[config.mk]
export PLATFORM = sky130hd
export DESIGN_NAME = eeh_host
export DESIGN_NICKNAME = d
export VERILOG_FILES = /design/src/shared/eeh_pkg.sv /design/src/hw/eeh_bit_engine.sv /design/src/hw/eeh_host.sv
export SDC_FILE = /design/constraint.sdc
export NUM_CORES = 1
export LEC_CHECK = 0
export BUFFER_PORTS_ARGS = -buffer_cell sky130_fd_sc_hd__buf_2
export CORE_ASPECT_RATIO = 1.1
export CORE_MARGIN = 2
export CORE_UTILIZATION = 40
export CTS_BUF_LIST = sky130_fd_sc_hd__clkbuf_8 sky130_fd_sc_hd__clkbuf_16
export CTS_CLUSTER_DIAMETER = 150
export CTS_CLUSTER_SIZE = 30
export DETAILED_ROUTE_END_ITERATION = 8
export PLACE_DENSITY = 0.63
export RECOVER_POWER = 25
export SLEW_MARGIN = 10
export SYNTH_ARGS = -nofsm -noshare
export SYNTH_HDL_FRONTEND = slang
export SYNTH_SLANG_ARGS = --single-unit
[constraint.sdc]
create_clock -name sys_clk -period 4.4 [get_ports sys_clk]
set_input_delay 0.22 -clock sys_clk [delete_from_list [all_inputs] [get_ports sys_clk]]
set_output_delay 0.22 -clock sys_clk [all_outputs]
set_load 0.05 [all_outputs]
[src/shared/eeh_pkg.sv]
// constants for the two-wire eeprom host controller
// assumes a 10 MHz sys_clk and an apb master on the register side
package eeh_pkg;
    localparam int          CLK_NS      = 100;
    localparam int          QTR_NS      = 2500;
    // a quarter of the scl period; least time, so round up
    localparam int          QTR_CYC     = (QTR_NS + CLK_NS - 1) / CLK_NS;
    localparam logic [4:0]  QTR_LAST    = 5'(QTR_CYC - 1);

    localparam logic [11:0] REG_CMD     = 12'h000;
    localparam logic [11:0] REG_ADDR    = 12'h004;
    localparam logic [11:0] REG_STAT    = 12'h008;
    localparam logic [11:0] REG_XFER    = 12'h00C;
    localparam logic [3:0]  REG_BUF_HI  = 4'h1;

    localparam int          CMD_OP_LSB  = 0;
    localparam int          CMD_CNT_LSB = 8;
    localparam int          ADDR_CS_LSB = 16;
    localparam int          STAT_BUSY   = 0;
    localparam int          STAT_NACK   = 1;
    localparam int          STAT_DONE   = 2;
    localparam logic [15:0] ADDR_RST    = 16'h0000;
    localparam logic [2:0]  CS_RST      = 3'h0;

    localparam logic [3:0]  DEV_ARRAY   = 4'hA;
    localparam logic [3:0]  DEV_IDENT   = 4'hB;
    localparam logic [7:0]  LOCK_DATA   = 8'h02;
    localparam int          IDENT_LOCK_SELECT_POS = 2;
    localparam logic [6:0]  PAGE_BYTES  = 7'h40;

    typedef enum logic [2:0] {
        OP_CUR_RD  = 3'b000,
        OP_RAND_RD = 3'b001,
        OP_ID_WR   = 3'b010,
        OP_ID_RD   = 3'b011,
        OP_ID_LOCK = 3'b100,
        OP_POLL    = 3'b101
    } eeh_op_t;

    typedef enum logic [1:0] {
        E_START = 2'b00,
        E_STOP  = 2'b01,
        E_WRITE = 2'b10,
        E_READ  = 2'b11
    } eeh_eng_t;
endpackage : eeh_pkg

[src/hw/eeh_bit_engine.sv]
// byte-level two-wire master: start, stop, write byte, read byte
// assumes open-drain pins resolved outside; pin inputs are asynchronous
module eeh_bit_engine
    import eeh_pkg::*;
(
    input  wire logic       sys_clk,
    input  wire logic       rst_n,
    input  wire logic       cmd_valid,
    input  wire eeh_eng_t   cmd,
    input  wire logic [7:0] tx_byte,
    input  wire logic       tx_nack,
    output logic            cmd_ready,
    output logic            done,
    output logic [7:0]      rx_byte,
    output logic            rx_nack,
    input  wire logic       scl_in,
    output logic            scl_out,
    output logic            scl_oe_n,
    input  wire logic       sda_in,
    output logic            sda_out,
    output logic            sda_oe_n
);
    logic [1:0] scl_s_reg;
    logic [1:0] sda_s_reg;
    logic       active_reg;
    eeh_eng_t   cmd_reg;
    logic [1:0] q_reg;
    logic [4:0] tick_reg;
    logic [3:0] bit_reg;
    logic [7:0] sh_reg;
    logic       ack_out_reg;
    logic       scl_low_reg;
    logic       sda_low_reg;
    logic       done_reg;
    logic [7:0] rx_byte_reg;
    logic       rx_nack_reg;
    logic       step;
    logic       bit_val;

    always_ff @(posedge sys_clk or negedge rst_n)
    begin
        if (!rst_n)
        begin
            scl_s_reg <= 2'b11;
            sda_s_reg <= 2'b11;
        end
        else
        begin
            scl_s_reg <= {scl_s_reg[0], scl_in};
            sda_s_reg <= {sda_s_reg[0], sda_in};
        end
    end

    // quarter two waits for scl really high, so a stretching target holds us
    assign step = active_reg && (tick_reg == QTR_LAST) && !(q_reg == 2'd2 && !scl_s_reg[1]);
    assign bit_val = (cmd_reg == E_WRITE) ? ((bit_reg < 4'd8) ? sh_reg[7] : 1'b1)
                                          : ((bit_reg < 4'd8) ? 1'b1 : ack_out_reg);

    always_ff @(posedge sys_clk or negedge rst_n)
    begin
        if (!rst_n)
            tick_reg <= 5'h00;
        else if (!active_reg || step)
            tick_reg <= 5'h00;
        else if (tick_reg != QTR_LAST)
            tick_reg <= tick_reg + 5'h01;
    end

    always_ff @(posedge sys_clk or negedge rst_n)
    begin
        if (!rst_n)
        begin
            active_reg  <= 1'b0;
            cmd_reg     <= E_START;
            q_reg       <= 2'd0;
            bit_reg     <= 4'h0;
            sh_reg      <= 8'h00;
            ack_out_reg <= 1'b1;
            scl_low_reg <= 1'b0;
            sda_low_reg <= 1'b0;
            done_reg    <= 1'b0;
            rx_byte_reg <= 8'h00;
            rx_nack_reg <= 1'b1;
        end
        else
        begin
            done_reg <= 1'b0;
            if (!active_reg)
            begin
                if (cmd_valid)
                begin
                    active_reg  <= 1'b1;
                    cmd_reg     <= cmd;
                    q_reg       <= 2'd0;
                    bit_reg     <= 4'h0;
                    sh_reg      <= tx_byte;
                    ack_out_reg <= tx_nack;
                end
            end
            else if (step)
            begin
                q_reg <= q_reg + 2'd1;
                case (cmd_reg)
                    E_START:
                    begin
                        case (q_reg)
                            2'd0: sda_low_reg <= 1'b0;
                            2'd1: scl_low_reg <= 1'b0;
                            2'd2: sda_low_reg <= 1'b1;
                            default:
                            begin
                                scl_low_reg <= 1'b1;
                                active_reg  <= 1'b0;
                                done_reg    <= 1'b1;
                            end
                        endcase
                    end
                    E_STOP:
                    begin
                        case (q_reg)
                            2'd0: sda_low_reg <= 1'b1;
                            2'd1: scl_low_reg <= 1'b0;
                            2'd2: sda_low_reg <= 1'b0;
                            default:
                            begin
                                active_reg <= 1'b0;
                                done_reg   <= 1'b1;
                            end
                        endcase
                    end
                    default:
                    begin
                        case (q_reg)
                            2'd0: sda_low_reg <= ~bit_val;
                            2'd1: scl_low_reg <= 1'b0;
                            2'd2:
                            begin
                                if (bit_reg < 4'd8)
                                    sh_reg <= {sh_reg[6:0], sda_s_reg[1]};
                                else
                                    rx_nack_reg <= sda_s_reg[1];
                            end
                            default:
                            begin
                                scl_low_reg <= 1'b1;
                                if (bit_reg == 4'd8)
                                begin
                                    active_reg  <= 1'b0;
                                    done_reg    <= 1'b1;
                                    rx_byte_reg <= sh_reg;
                                end
                                else
                                    bit_reg <= bit_reg + 4'h1;
                            end
                        endcase
                    end
                endcase
            end
        end
    end

    assign cmd_ready = !active_reg;
    assign done      = done_reg;
    assign rx_byte   = rx_byte_reg;
    assign rx_nack   = rx_nack_reg;
    assign scl_out   = 1'b0;
    assign sda_out   = 1'b0;
    assign scl_oe_n  = !scl_low_reg;
    assign sda_oe_n  = !sda_low_reg;
endmodule : eeh_bit_engine

[src/hw/eeh_host.sv]
// apb-controlled host for a two-wire eeprom with an identification page
// assumes open-drain pull-ups outside and an apb master on sys_clk
module eeh_host
    import eeh_pkg::*;
(
    input  wire logic        sys_clk,
    input  wire logic        rstn,
    input  wire logic        psel,
    input  wire logic        penable,
    input  wire logic        pwrite,
    input  wire logic [11:0] paddr,
    input  wire logic [31:0] pwdata,
    output logic [31:0]      prdata,
    output logic             pready,
    output logic             pslverr,
    input  wire logic        scl_in,
    output logic             scl_out,
    output logic             scl_oe_n,
    input  wire logic        sda_in,
    output logic             sda_out,
    output logic             sda_oe_n
);
    typedef enum logic [3:0] {
        S_IDLE   = 4'b0000,
        S_START  = 4'b0001,
        S_DEV    = 4'b0010,
        S_ADH    = 4'b0011,
        S_ADL    = 4'b0100,
        S_WDAT   = 4'b0101,
        S_RSTART = 4'b0110,
        S_DEVR   = 4'b0111,
        S_RDAT   = 4'b1000,
        S_STOP   = 4'b1001,
        S_PSTART = 4'b1010,
        S_PDEV   = 4'b1011,
        S_PSTOP  = 4'b1100
    } eeh_state_t;

    logic [1:0]  rst_sync_reg;
    logic        rst_n;
    eeh_state_t  state_reg;
    eeh_op_t     op_reg;
    logic [6:0]  cnt_reg;
    logic [6:0]  xfer_reg;
    logic        issued_reg;
    logic        poll_ok_reg;
    logic [15:0] addr_reg;
    logic [2:0]  cs_reg;
    logic        nack_reg;
    logic        done_reg;
    logic [31:0] prdata_reg;
    logic        pslverr_reg;
    logic [7:0]  buf_mem [0:63];

    logic        wr_en;
    logic        buf_hit;
    logic        start_cmd;
    logic        busy;
    logic        ident_op;
    logic        rd_op;
    logic        wr_op;
    logic        last;
    logic [6:0]  req_cnt;
    logic [6:0]  room;
    logic [6:0]  eff_cnt;
    logic [3:0]  dev_type;
    logic [7:0]  addr_hi;
    logic [7:0]  addr_lo;
    logic        ack_fail;
    logic        fin;
    logic [31:0] rd_val;
    logic        rd_err;

    eeh_eng_t    eng_cmd;
    logic [7:0]  eng_tx;
    logic        eng_nack;
    logic        eng_valid;
    logic        eng_ready;
    logic        eng_done;
    logic [7:0]  eng_rx_byte;
    logic        eng_rx_nack;

    always_ff @(posedge sys_clk or negedge rstn)
    begin
        if (!rstn)
            rst_sync_reg <= 2'b00;
        else
            rst_sync_reg <= {rst_sync_reg[0], 1'b1};
    end
    assign rst_n = rst_sync_reg[1];

    assign busy     = (state_reg != S_IDLE);
    assign wr_en    = psel && penable && pwrite;
    assign buf_hit  = (paddr[11:8] == REG_BUF_HI) && (paddr[1:0] == 2'b00);
    assign start_cmd = wr_en && (paddr == REG_CMD) && !busy
                       && (pwdata[CMD_OP_LSB +: 3] <= OP_POLL);

    assign ident_op = (op_reg == OP_ID_WR) || (op_reg == OP_ID_RD) || (op_reg == OP_ID_LOCK);
    assign rd_op    = (op_reg == OP_RAND_RD) || (op_reg == OP_ID_RD);
    assign wr_op    = (op_reg == OP_ID_WR) || (op_reg == OP_ID_LOCK);
    assign last     = ((xfer_reg + 7'h01) >= cnt_reg);
    assign dev_type = ident_op ? DEV_IDENT : DEV_ARRAY;

    // byte count: zero means one, never more than a page
    assign req_cnt = pwdata[CMD_CNT_LSB +: 7];
    assign room    = PAGE_BYTES - {1'b0, addr_reg[5:0]};
    always_comb
    begin
        eff_cnt = (req_cnt == 7'h00) ? 7'h01 : req_cnt;
        if (eff_cnt > PAGE_BYTES)
            eff_cnt = PAGE_BYTES;
        if (pwdata[CMD_OP_LSB +: 3] == OP_ID_RD && eff_cnt > room)
            eff_cnt = room;
        if (pwdata[CMD_OP_LSB +: 3] == OP_ID_LOCK)
            eff_cnt = 7'h01;
    end

    // id accesses send only the offset and the lock select bit
    always_comb
    begin
        addr_hi = {1'b0, addr_reg[14:8]};
        addr_lo = addr_reg[7:0];
        if (ident_op)
        begin
            addr_hi = 8'h00;
            addr_hi[IDENT_LOCK_SELECT_POS] = (op_reg == OP_ID_LOCK);
            addr_lo = {2'b00, addr_reg[5:0]};
        end
    end

    always_comb
    begin
        eng_cmd  = E_WRITE;
        eng_tx   = 8'hFF;
        eng_nack = 1'b1;
        case (state_reg)
            S_START, S_RSTART, S_PSTART: eng_cmd = E_START;
            S_STOP, S_PSTOP:             eng_cmd = E_STOP;
            S_DEV, S_PDEV:               eng_tx  = {dev_type, cs_reg, 1'b0};
            S_DEVR:                      eng_tx  = {dev_type, cs_reg, 1'b1};
            S_ADH:                       eng_tx  = addr_hi;
            S_ADL:                       eng_tx  = addr_lo;
            S_WDAT:
                eng_tx = (op_reg == OP_ID_LOCK) ? LOCK_DATA : buf_mem[xfer_reg[5:0]];
            S_RDAT:
            begin
                eng_cmd  = E_READ;
                eng_nack = last;
            end
            default: eng_cmd = E_WRITE;
        endcase
    end
    assign eng_valid = busy && !issued_reg;

    always_ff @(posedge sys_clk or negedge rst_n)
    begin
        if (!rst_n)
        begin
            state_reg   <= S_IDLE;
            op_reg      <= OP_CUR_RD;
            cnt_reg     <= 7'h00;
            xfer_reg    <= 7'h00;
            issued_reg  <= 1'b0;
            poll_ok_reg <= 1'b0;
        end
        else
        begin
            if (eng_valid && eng_ready)
                issued_reg <= 1'b1;
            else if (eng_done)
                issued_reg <= 1'b0;
            if (start_cmd)
            begin
                op_reg    <= eeh_op_t'(pwdata[CMD_OP_LSB +: 3]);
                cnt_reg   <= eff_cnt;
                xfer_reg  <= 7'h00;
                state_reg <= S_START;
            end
            else if (eng_done)
            begin
                case (state_reg)
                    S_START:
                        state_reg <= (op_reg == OP_CUR_RD) ? S_DEVR : S_DEV;
                    S_DEV:
                        state_reg <= (eng_rx_nack || op_reg == OP_POLL) ? S_STOP : S_ADH;
                    S_ADH:
                        state_reg <= eng_rx_nack ? S_STOP : S_ADL;
                    S_ADL:
                        if (eng_rx_nack)
                            state_reg <= S_STOP;
                        else
                            state_reg <= rd_op ? S_RSTART : S_WDAT;
                    S_WDAT:
                    begin
                        xfer_reg <= xfer_reg + 7'h01;
                        if (eng_rx_nack || last)
                            state_reg <= S_STOP;
                    end
                    S_RSTART:
                        state_reg <= S_DEVR;
                    S_DEVR:
                        state_reg <= eng_rx_nack ? S_STOP : S_RDAT;
                    S_RDAT:
                    begin
                        xfer_reg <= xfer_reg + 7'h01;
                        if (last)
                            state_reg <= S_STOP;
                    end
                    S_STOP:
                        // a completed write starts the device's internal cycle
                        state_reg <= (wr_op && !nack_reg) ? S_PSTART : S_IDLE;
                    S_PSTART:
                        state_reg <= S_PDEV;
                    S_PDEV:
                    begin
                        poll_ok_reg <= !eng_rx_nack;
                        state_reg   <= S_PSTOP;
                    end
                    S_PSTOP:
                        // no poll limit: a dead device keeps the host busy
                        state_reg <= poll_ok_reg ? S_IDLE : S_PSTART;
                    default:
                        state_reg <= S_IDLE;
                endcase
            end
        end
    end

    assign ack_fail = eng_done && eng_rx_nack
                      && (state_reg == S_DEV || state_reg == S_ADH || state_reg == S_ADL
                          || state_reg == S_WDAT || state_reg == S_DEVR);
    assign fin = eng_done && ((state_reg == S_STOP && !(wr_op && !nack_reg))
                              || (state_reg == S_PSTOP && poll_ok_reg));

    // start only happens while idle, so it never meets a set in one cycle
    always_ff @(posedge sys_clk or negedge rst_n)
    begin
        if (!rst_n)
        begin
            nack_reg <= 1'b0;
            done_reg <= 1'b0;
        end
        else
        begin
            if (ack_fail)
                nack_reg <= 1'b1;
            else if (start_cmd)
                nack_reg <= 1'b0;
            if (fin)
                done_reg <= 1'b1;
            else if (start_cmd)
                done_reg <= 1'b0;
        end
    end

    always_ff @(posedge sys_clk or negedge rst_n)
    begin
        if (!rst_n)
        begin
            addr_reg <= ADDR_RST;
            cs_reg   <= CS_RST;
        end
        else if (wr_en && paddr == REG_ADDR && !busy)
        begin
            addr_reg <= pwdata[15:0];
            cs_reg   <= pwdata[ADDR_CS_LSB +: 3];
        end
    end

    always_ff @(posedge sys_clk)
    begin
        if (eng_done && state_reg == S_RDAT)
            buf_mem[xfer_reg[5:0]] <= eng_rx_byte;
        else if (wr_en && buf_hit && !busy)
            buf_mem[paddr[7:2]] <= pwdata[7:0];
    end

    always_comb
    begin
        rd_val = 32'h0000_0000;
        rd_err = 1'b0;
        if (buf_hit)
            rd_val[7:0] = buf_mem[paddr[7:2]];
        else
        begin
            case (paddr)
                REG_CMD:
                begin
                    rd_val[CMD_OP_LSB +: 3]  = op_reg;
                    rd_val[CMD_CNT_LSB +: 7] = cnt_reg;
                end
                REG_ADDR: rd_val = {13'h0000, cs_reg, addr_reg};
                REG_STAT:
                begin
                    rd_val[STAT_BUSY] = busy;
                    rd_val[STAT_NACK] = nack_reg;
                    rd_val[STAT_DONE] = done_reg;
                end
                REG_XFER: rd_val[6:0] = xfer_reg;
                default:  rd_err = 1'b1;
            endcase
        end
    end

    // answer registered in the setup cycle, ready in the first access cycle
    always_ff @(posedge sys_clk or negedge rst_n)
    begin
        if (!rst_n)
        begin
            prdata_reg  <= 32'h0000_0000;
            pslverr_reg <= 1'b0;
        end
        else if (psel && !penable)
        begin
            prdata_reg  <= pwrite ? 32'h0000_0000 : rd_val;
            pslverr_reg <= rd_err;
        end
    end

    assign prdata  = prdata_reg;
    assign pslverr = pslverr_reg && psel && penable;
    assign pready  = psel && penable;

    eeh_bit_engine u_engine (
        .sys_clk   (sys_clk),
        .rst_n     (rst_n),
        .cmd_valid (eng_valid),
        .cmd       (eng_cmd),
        .tx_byte   (eng_tx),
        .tx_nack   (eng_nack),
        .cmd_ready (eng_ready),
        .done      (eng_done),
        .rx_byte   (eng_rx_byte),
        .rx_nack   (eng_rx_nack),
        .scl_in    (scl_in),
        .scl_out   (scl_out),
        .scl_oe_n  (scl_oe_n),
        .sda_in    (sda_in),
        .sda_out   (sda_out),
        .sda_oe_n  (sda_oe_n)
    );
endmodule : eeh_host

After elaboration in Yosys (flattened, before gate mapping)
Memories as Yosys holds them, arrays and structs flattened. Index checks and enable logic that the tools add are counted.

Bitwise gates (word level): 6. Reduce and logical (&&, ||, !) cells: 84. Order comparisons: 5. Eq/ne operators: 42. Add/subtract/negate cells: 5. Multiplexer cells: 90.

Operators by type and width (number): 8-bit 2-to-1 mux (10); 4-bit 2-to-1 mux (16); 7-bit 2-to-1 mux (8); 4-bit case mux with 12 select lines (1); 8-bit case mux with 5 select lines (1); 1-bit 2-to-1 mux (36); 32-bit 2-to-1 mux (1); 1-bit logical AND (26); 5-bit AND reduction (5); 12-bit by 4-bit equality test with 1-bit output, second input constant (2); 4-bit equality test, second input constant (6); 24-bit 2-to-1 mux (1); 4-bit by 3-bit equality test with 1-bit output, second input constant (4); 7-bit case mux with 2 select lines (1); 2-bit nonzero test (7); 12-bit by 3-bit equality test with 1-bit output, second input constant (1); 12-bit logical NOT (1); 1-bit logical OR (12); 2-bit != test, second input constant (6); 3-bit case mux with 4 select lines (1); 1-bit logical NOT (11); 5-bit 2-to-1 mux (2); 2-bit OR reduction (5); 3-bit by 2-bit equality test with 1-bit output, second input constant (3); other kinds (39) (65).

Bits in writable memories: 512. Logic and storage cells: 260. Output and inout port bits: 38. Register bits: 118. Memories kept: 1.

Memories: buf_mem (words 64, bits a word 8, rd ports 2, clocked after Yosys merged registers in 0, write ports 1, line eeh_host.sv:53) `logic [7:0] buf_mem [0:63];`.

Longest topological paths before layout
Depth after elaboration: 9. Gate-level depth with buffers: 14.

Cells and area by module
Synthesis repeated with hierarchy kept, for this count alone.

Cell total of the unflattened synthesis: 1882. Area total of the unflattened synthesis: 30777.0 µm².

Modules (own cells, without submodules): eeh_host (instances 1, area an instance 28857.7 µm², cells an instance 1711); eeh_bit_engine (instances 1, area an instance 1919.3 µm², cells an instance 171).

Worst setup path after synthesis
Ideal clock, no wire load.

Kind: reg-to-reg. Start: register xfer_reg[0]. End: register state_reg[1]. Setup slack: 0.820 ns. Data required time: 4.319 ns. Library setup time: 0.081 ns. Cell stages (with the launch flop): 15. Clock period less this slack: 3.580 ns. Buffers on the path: 6. Arrival: 3.500 ns. Cell sequence: dfrtp_1 -> clkbuf_1 -> buf_4 -> buf_4 -> buf_4 -> buf_2 -> buf_6 -> nand2_1 -> xnor2_1 -> ha_1 -> o21a_1 -> o21a_1 -> a2111oi_0 -> or2_2 -> mux2i_1.

Word-level cells in the longest chain between the ends: 5. Elaborated cells between the ends (all ways): 6. Those cells by class: 1 x add/sub; 1 x order compare; 2 x eq/ne; 2 x reduce/logical.

RTL lines: start, declared (line eeh_host.sv:44) `logic [6:0] xfer_reg;`; start signal, assigned (line eeh_host.sv:195) `xfer_reg <= xfer_reg + 7'h01;`; start signal, assigned (line eeh_host.sv:205) `xfer_reg <= xfer_reg + 7'h01;`; 7-bit by 1-bit adder with 7-bit output (*) (line eeh_host.sv:101) `assign last = ((xfer_reg + 7'h01) >= cnt_reg);`; 7-bit >= comparator (*) (line eeh_host.sv:101); 1-bit logical OR (line eeh_host.sv:196) `if (eng_rx_nack || last)`; 3-bit != test (no source line); 3-bit AND reduction (no source line) (*); end signal, assigned (line eeh_host.sv:192) `state_reg <= rd_op ? S_RSTART : S_WDAT;`; end signal, assigned (line eeh_host.sv:202) `state_reg <= eng_rx_nack ? S_STOP : S_RDAT;`; end signal, assigned (line eeh_host.sv:211) `state_reg <= (wr_op && !nack_reg) ? S_PSTART : S_IDLE;`; end, declared (line eeh_host.sv:41) `eeh_state_t state_reg;`.

Mark *: on every way between the ends. The rest lies on a longest branch, timed or not. A chain may end at the register's enable or synchronous reset.

Worst setup path after layout
Start: input port paddr[2]. End: register prdata_reg[2] (netlist: prdata[2]).

Word-level cells in the longest chain between the ends: 4. Elaborated cells between the ends (all ways): 8. Those cells by class: 3 x eq/ne; 3 x mux; 1 x reduce/logical; 1 x memory.

RTL lines: start, declared (line eeh_host.sv:11) `input wire logic [11:0] paddr,`; parallel branches: the longest is 2 deep, another holds memory 64 x 8 bit; 8-bit 2-to-1 mux (*) (line eeh_host.sv:282) `if (buf_hit)`; 32-bit 2-to-1 mux (*) (line eeh_host.sv:315) `prdata_reg <= pwrite ? 32'h0000_0000 : rd_val;`; end signal, assigned (line eeh_host.sv:315); end, declared (line eeh_host.sv:51) `logic [31:0] prdata_reg;`.

Mark *: on every way between the ends.

==> results.tsv <==
stage	metric	value	unit
run_status	status	finished, violations left	
run_status	violations	max-capacitance violations, max-slew violations	
worst_setup_path	cp-start-kind	input port	
logic_synthesis	synth_seq_cells	617	
job	maxCapViolCount	3	
logic_synthesis	synth_top_cell_by_area	edfxtp_1	
clock_tree	clk_pin_slew	0.12	ns
layout	largest_reg_flops	512	
power_and_ir_drop	ir_worst_vdd	312	uV
timing	slew_headroom	-84.3	%
drt	drtIter0Drc	2375	
drt	drc	0	
global_route	grt_pass1_wl	127000	um
drt	drt.antenna.violating_nets	0	
power_and_ir_drop	leakagePower	12.8	nW
global_route	grt_max_degree	76	
worst_setup_path	crit_chain	clkbuf_2 -> buf_4 -> mux4_2 -> mux2i_1 -> a211oi_1 -> a2111oi_0 -> buf_4 -> o21ai_0	
drt	wl_met2	42700	um
timing	final_hold_viol_count	0	
timing	fin_skew	0.0239	ns
drt	highest_layer	met4	
logic_synthesis	yosysWarnings	0	
logic_synthesis	ys_types	75	
logic_synthesis	netlist_top_cells_area	edfxtp_1 50%, mux4_2 19%, dfrtp_1 8.1%	
clock_tree	cts_buffers	24	
layout	diodes	0	
layout	areaGrowthSynthToFinish	8.96	%
floorplanning	ios	89	
logic_synthesis	ys_seq_area_share	58.6	%
layout	n_fill_cell	6651	
power_and_ir_drop	p_per_area	282	mW/mm^2
global_route	grt_antenna_before_repair	0	
timing	setup-tns-final	0	ns
placed_design	dp_hpwl	59000	um
worst_setup_path	cp_data_required_time	4.89	ns
worst_hold_path	hp-class	input port to flip-flop	
timing	worstMarginPinSlew	2.76	ns
logic_synthesis	async_reset_ff_share	17.0	%
timing	setup_viol	0	
timing	grt_setup_unrepaired	no	
global_route	grt_use_total	21.7	%
logic_synthesis	yosysMostFrequentCell	edfxtp_1	
logic_synthesis	avgSynthCellArea	16.1	sq um
worst_setup_path	cp_slowest_cell	clkbuf_2	
worst_setup_path	crit_path_max_incr_delay	1.60	ns
drt	wire_per_inst	28.2	um
worst_setup_path	arrival	4.22	ns
floorplanning	core	0.0760	sq mm
worst_setup_path	crit_path_max_fanout	56	
placed_design	gp_congestion	0.910	
worst_setup_path	cp_num_buf_inv	3	
logic_synthesis	synthesis.area	0.0307	sq mm
timing	final_max_slew_viol_count	162	
floorplanning	dieArea	0.0790	sq mm
layout	multiInputGateArea	0.0118	sq mm
global_route	first_global_vias	18900	
clock_tree	cts_sinks	617	
drt	via_per_inst	6.15	
floorplanning	die-height	295	um
timing	fmax	0.268	GHz
clock_tree	postCtsHoldBufs	23	
clock_tree	root_buffer	clkbuf_16	
placed_design	preCtsSetupSlack	0.933	ns
logic_synthesis	synth_edf_count	512	
worst_setup_path	crit_type	input port to flip-flop	
worst_setup_path	worstSetupEndpointType	flip-flop	
floorplanning	std_cell_rows	106	
clock_tree	cts_setup_buffers	0	
timing	layout_setup_ws	0.666	ns
layout	seqCellArea	0.0180	sq mm
drt	dr_total_vias	18800	
logic_synthesis	netlist_top_cells_count	512 x edfxtp_1, 265 x mux4_2, 128 x nor2_1, 99 x dfrtp_1	
global_route	overflow	0	
clock_tree	htreeDepth	1	
timing	fin_crit_sh	84.9	%
drt	wirelength_met1	34500	um
clock_tree	clock_latency	0.61	ns
logic_synthesis	synth_top_area_share	50.0	%
logic_synthesis	syn_inst	1913	
drt	wirelength	86100	um
worst_setup_path	cp_top_family	buffers and inverters	
timing	min_period	3.73	ns
clock_tree	clockBufferDepth	3	
floorplanning	start_util	40.4	%
clock_tree	cts_tree	yes	
layout	layout-drive-gt1-share	26.3	%
logic_synthesis	ys.flop_type	edfxtp_1	
drt	wl_met3	6040	um
clock_tree	cts.repair.resized	0	
floorplanning	die_w	268	um
layout	final_nets	2082	
drt	dr.pass1.iters	6	
placed_design	place.port_buffers	60	
worst_setup_path	crit_top_cell	buf_4	
[worst paths after layout]
path	startpoint	slack [ns]	to	depth (start not counted)
max in group asynchronous	rst_sync_reg[1]	1.11	u_engine.tick_reg[3]	1
setup reg to reg	state_reg[0]	0.79	buf_mem[17][5]	7
hold / removal	paddr[8]	0.04	prdata[7]	3
hold reg to reg	u_engine.sda_s_reg[0]	0.37	u_engine.sda_s_reg[1]	0
setup / recovery	paddr[2]	0.67	prdata[2]	8
min in group asynchronous	rstn	0.45	rst_sync_reg[1]	3
[cell families after synthesis]
family / count (synthesis) / synth area share [%]
flops: 617 / 58.6
mux: 409 / 24.4
simple gates: 382 / 6.24
compound gates: 267 / 6.17
buf+inv: 193 / 3.01
fa+ha+maj: 24 / 0.977
xor+xnor: 19 / 0.542
other cells: 2 / 0.0244
[layout make-up]
class                      instances  share of cell area (%)
inverter                          43                   0.482
timing repair buffer             204                    4.40
tap                             1026                    3.83
sequential                       617                    53.8
clock inverter                    19                   0.250
clock buffer                      25                    1.87
multi-input combinational       1117                    35.3
[per-layer routing]
layer | global-route usage, % | up-vias
met2 | 36.6 | 838
met4 | 7.09 | 0
met1 | 29.3 | 9889
met5 | 0 | -
met3 | 2.62 | 138
li1 | - | 7905
[worst min-delay path, delay by kind of cell]
family	cells	cell delay [ns]
AOI/OAI and AO/OA	1	0.12
buffers and inverters	1	0.17
and+or+nand+nor	1	0.12
[through the flow]
stage                     utilization (%)  instances  hold WS, ns  instance area [sq um]  power [W]
after floorplan                         -       1927      -0.0756                  30800    0.00662
after global placement               42.9       2984      0.00515                  32600    0.00672
after detailed placement             42.9       2984      0.00590                  32600    0.00672
after CTS                            44.2       3051       0.0202                  33600    0.00951
after global routing                 44.0       3051       0.0440                  33500    0.00971
final                                44.0       3051       0.0426                  33500    0.00945
[cells in the final DEF, fill, tap and decap left out, drive strengths merged, types with 9 or more instances in the layout]
| cell type | netlist | routed |
|---|---|---|
| mux2 | 72 | 72 |
| xor2 | 12 | 12 |
| a21oi | 50 | 50 |
| mux2i | 72 | 72 |
| conb | 2 | 16 |
| ha | 24 | 24 |
| buf | 84 | 150 |
| nor3 | 18 | 18 |
| nand2b | 28 | 28 |
| o21ai | 50 | 50 |
| nand2 | 69 | 69 |
| a2111oi | 11 | 11 |
| a222oi | 11 | 11 |
| nor2 | 128 | 128 |
| a211oi | 15 | 15 |
| o221ai | 11 | 11 |
| edfxtp | 512 | 512 |
| nor4 | 10 | 10 |
| mux4 | 265 | 265 |
| nand3 | 39 | 39 |
| nor2b | 34 | 34 |
| clkbuf | 66 | 56 |
| o211ai | 11 | 11 |
| a221oi | 12 | 12 |
| dfrtp | 99 | 99 |
| inv | 41 | 60 |
| a22oi | 12 | 12 |
| a22o | 12 | 12 |
| o22ai | 12 | 12 |
| nand4 | 9 | 9 |
| dlygate4sd3 | 0 | 23 |
[power breakdown]
part	total, W	internal, W	leakage (nW)	switching, W
clock	0.00284	0.00106	0.411	0.00179
sequential	0.00626	0.00624	7.12	0.0000139
combinational	0.000351	0.000125	5.31	0.000226
total	0.00945	0.00743	12.8	0.00203
(Power assumes the default switching activity.)
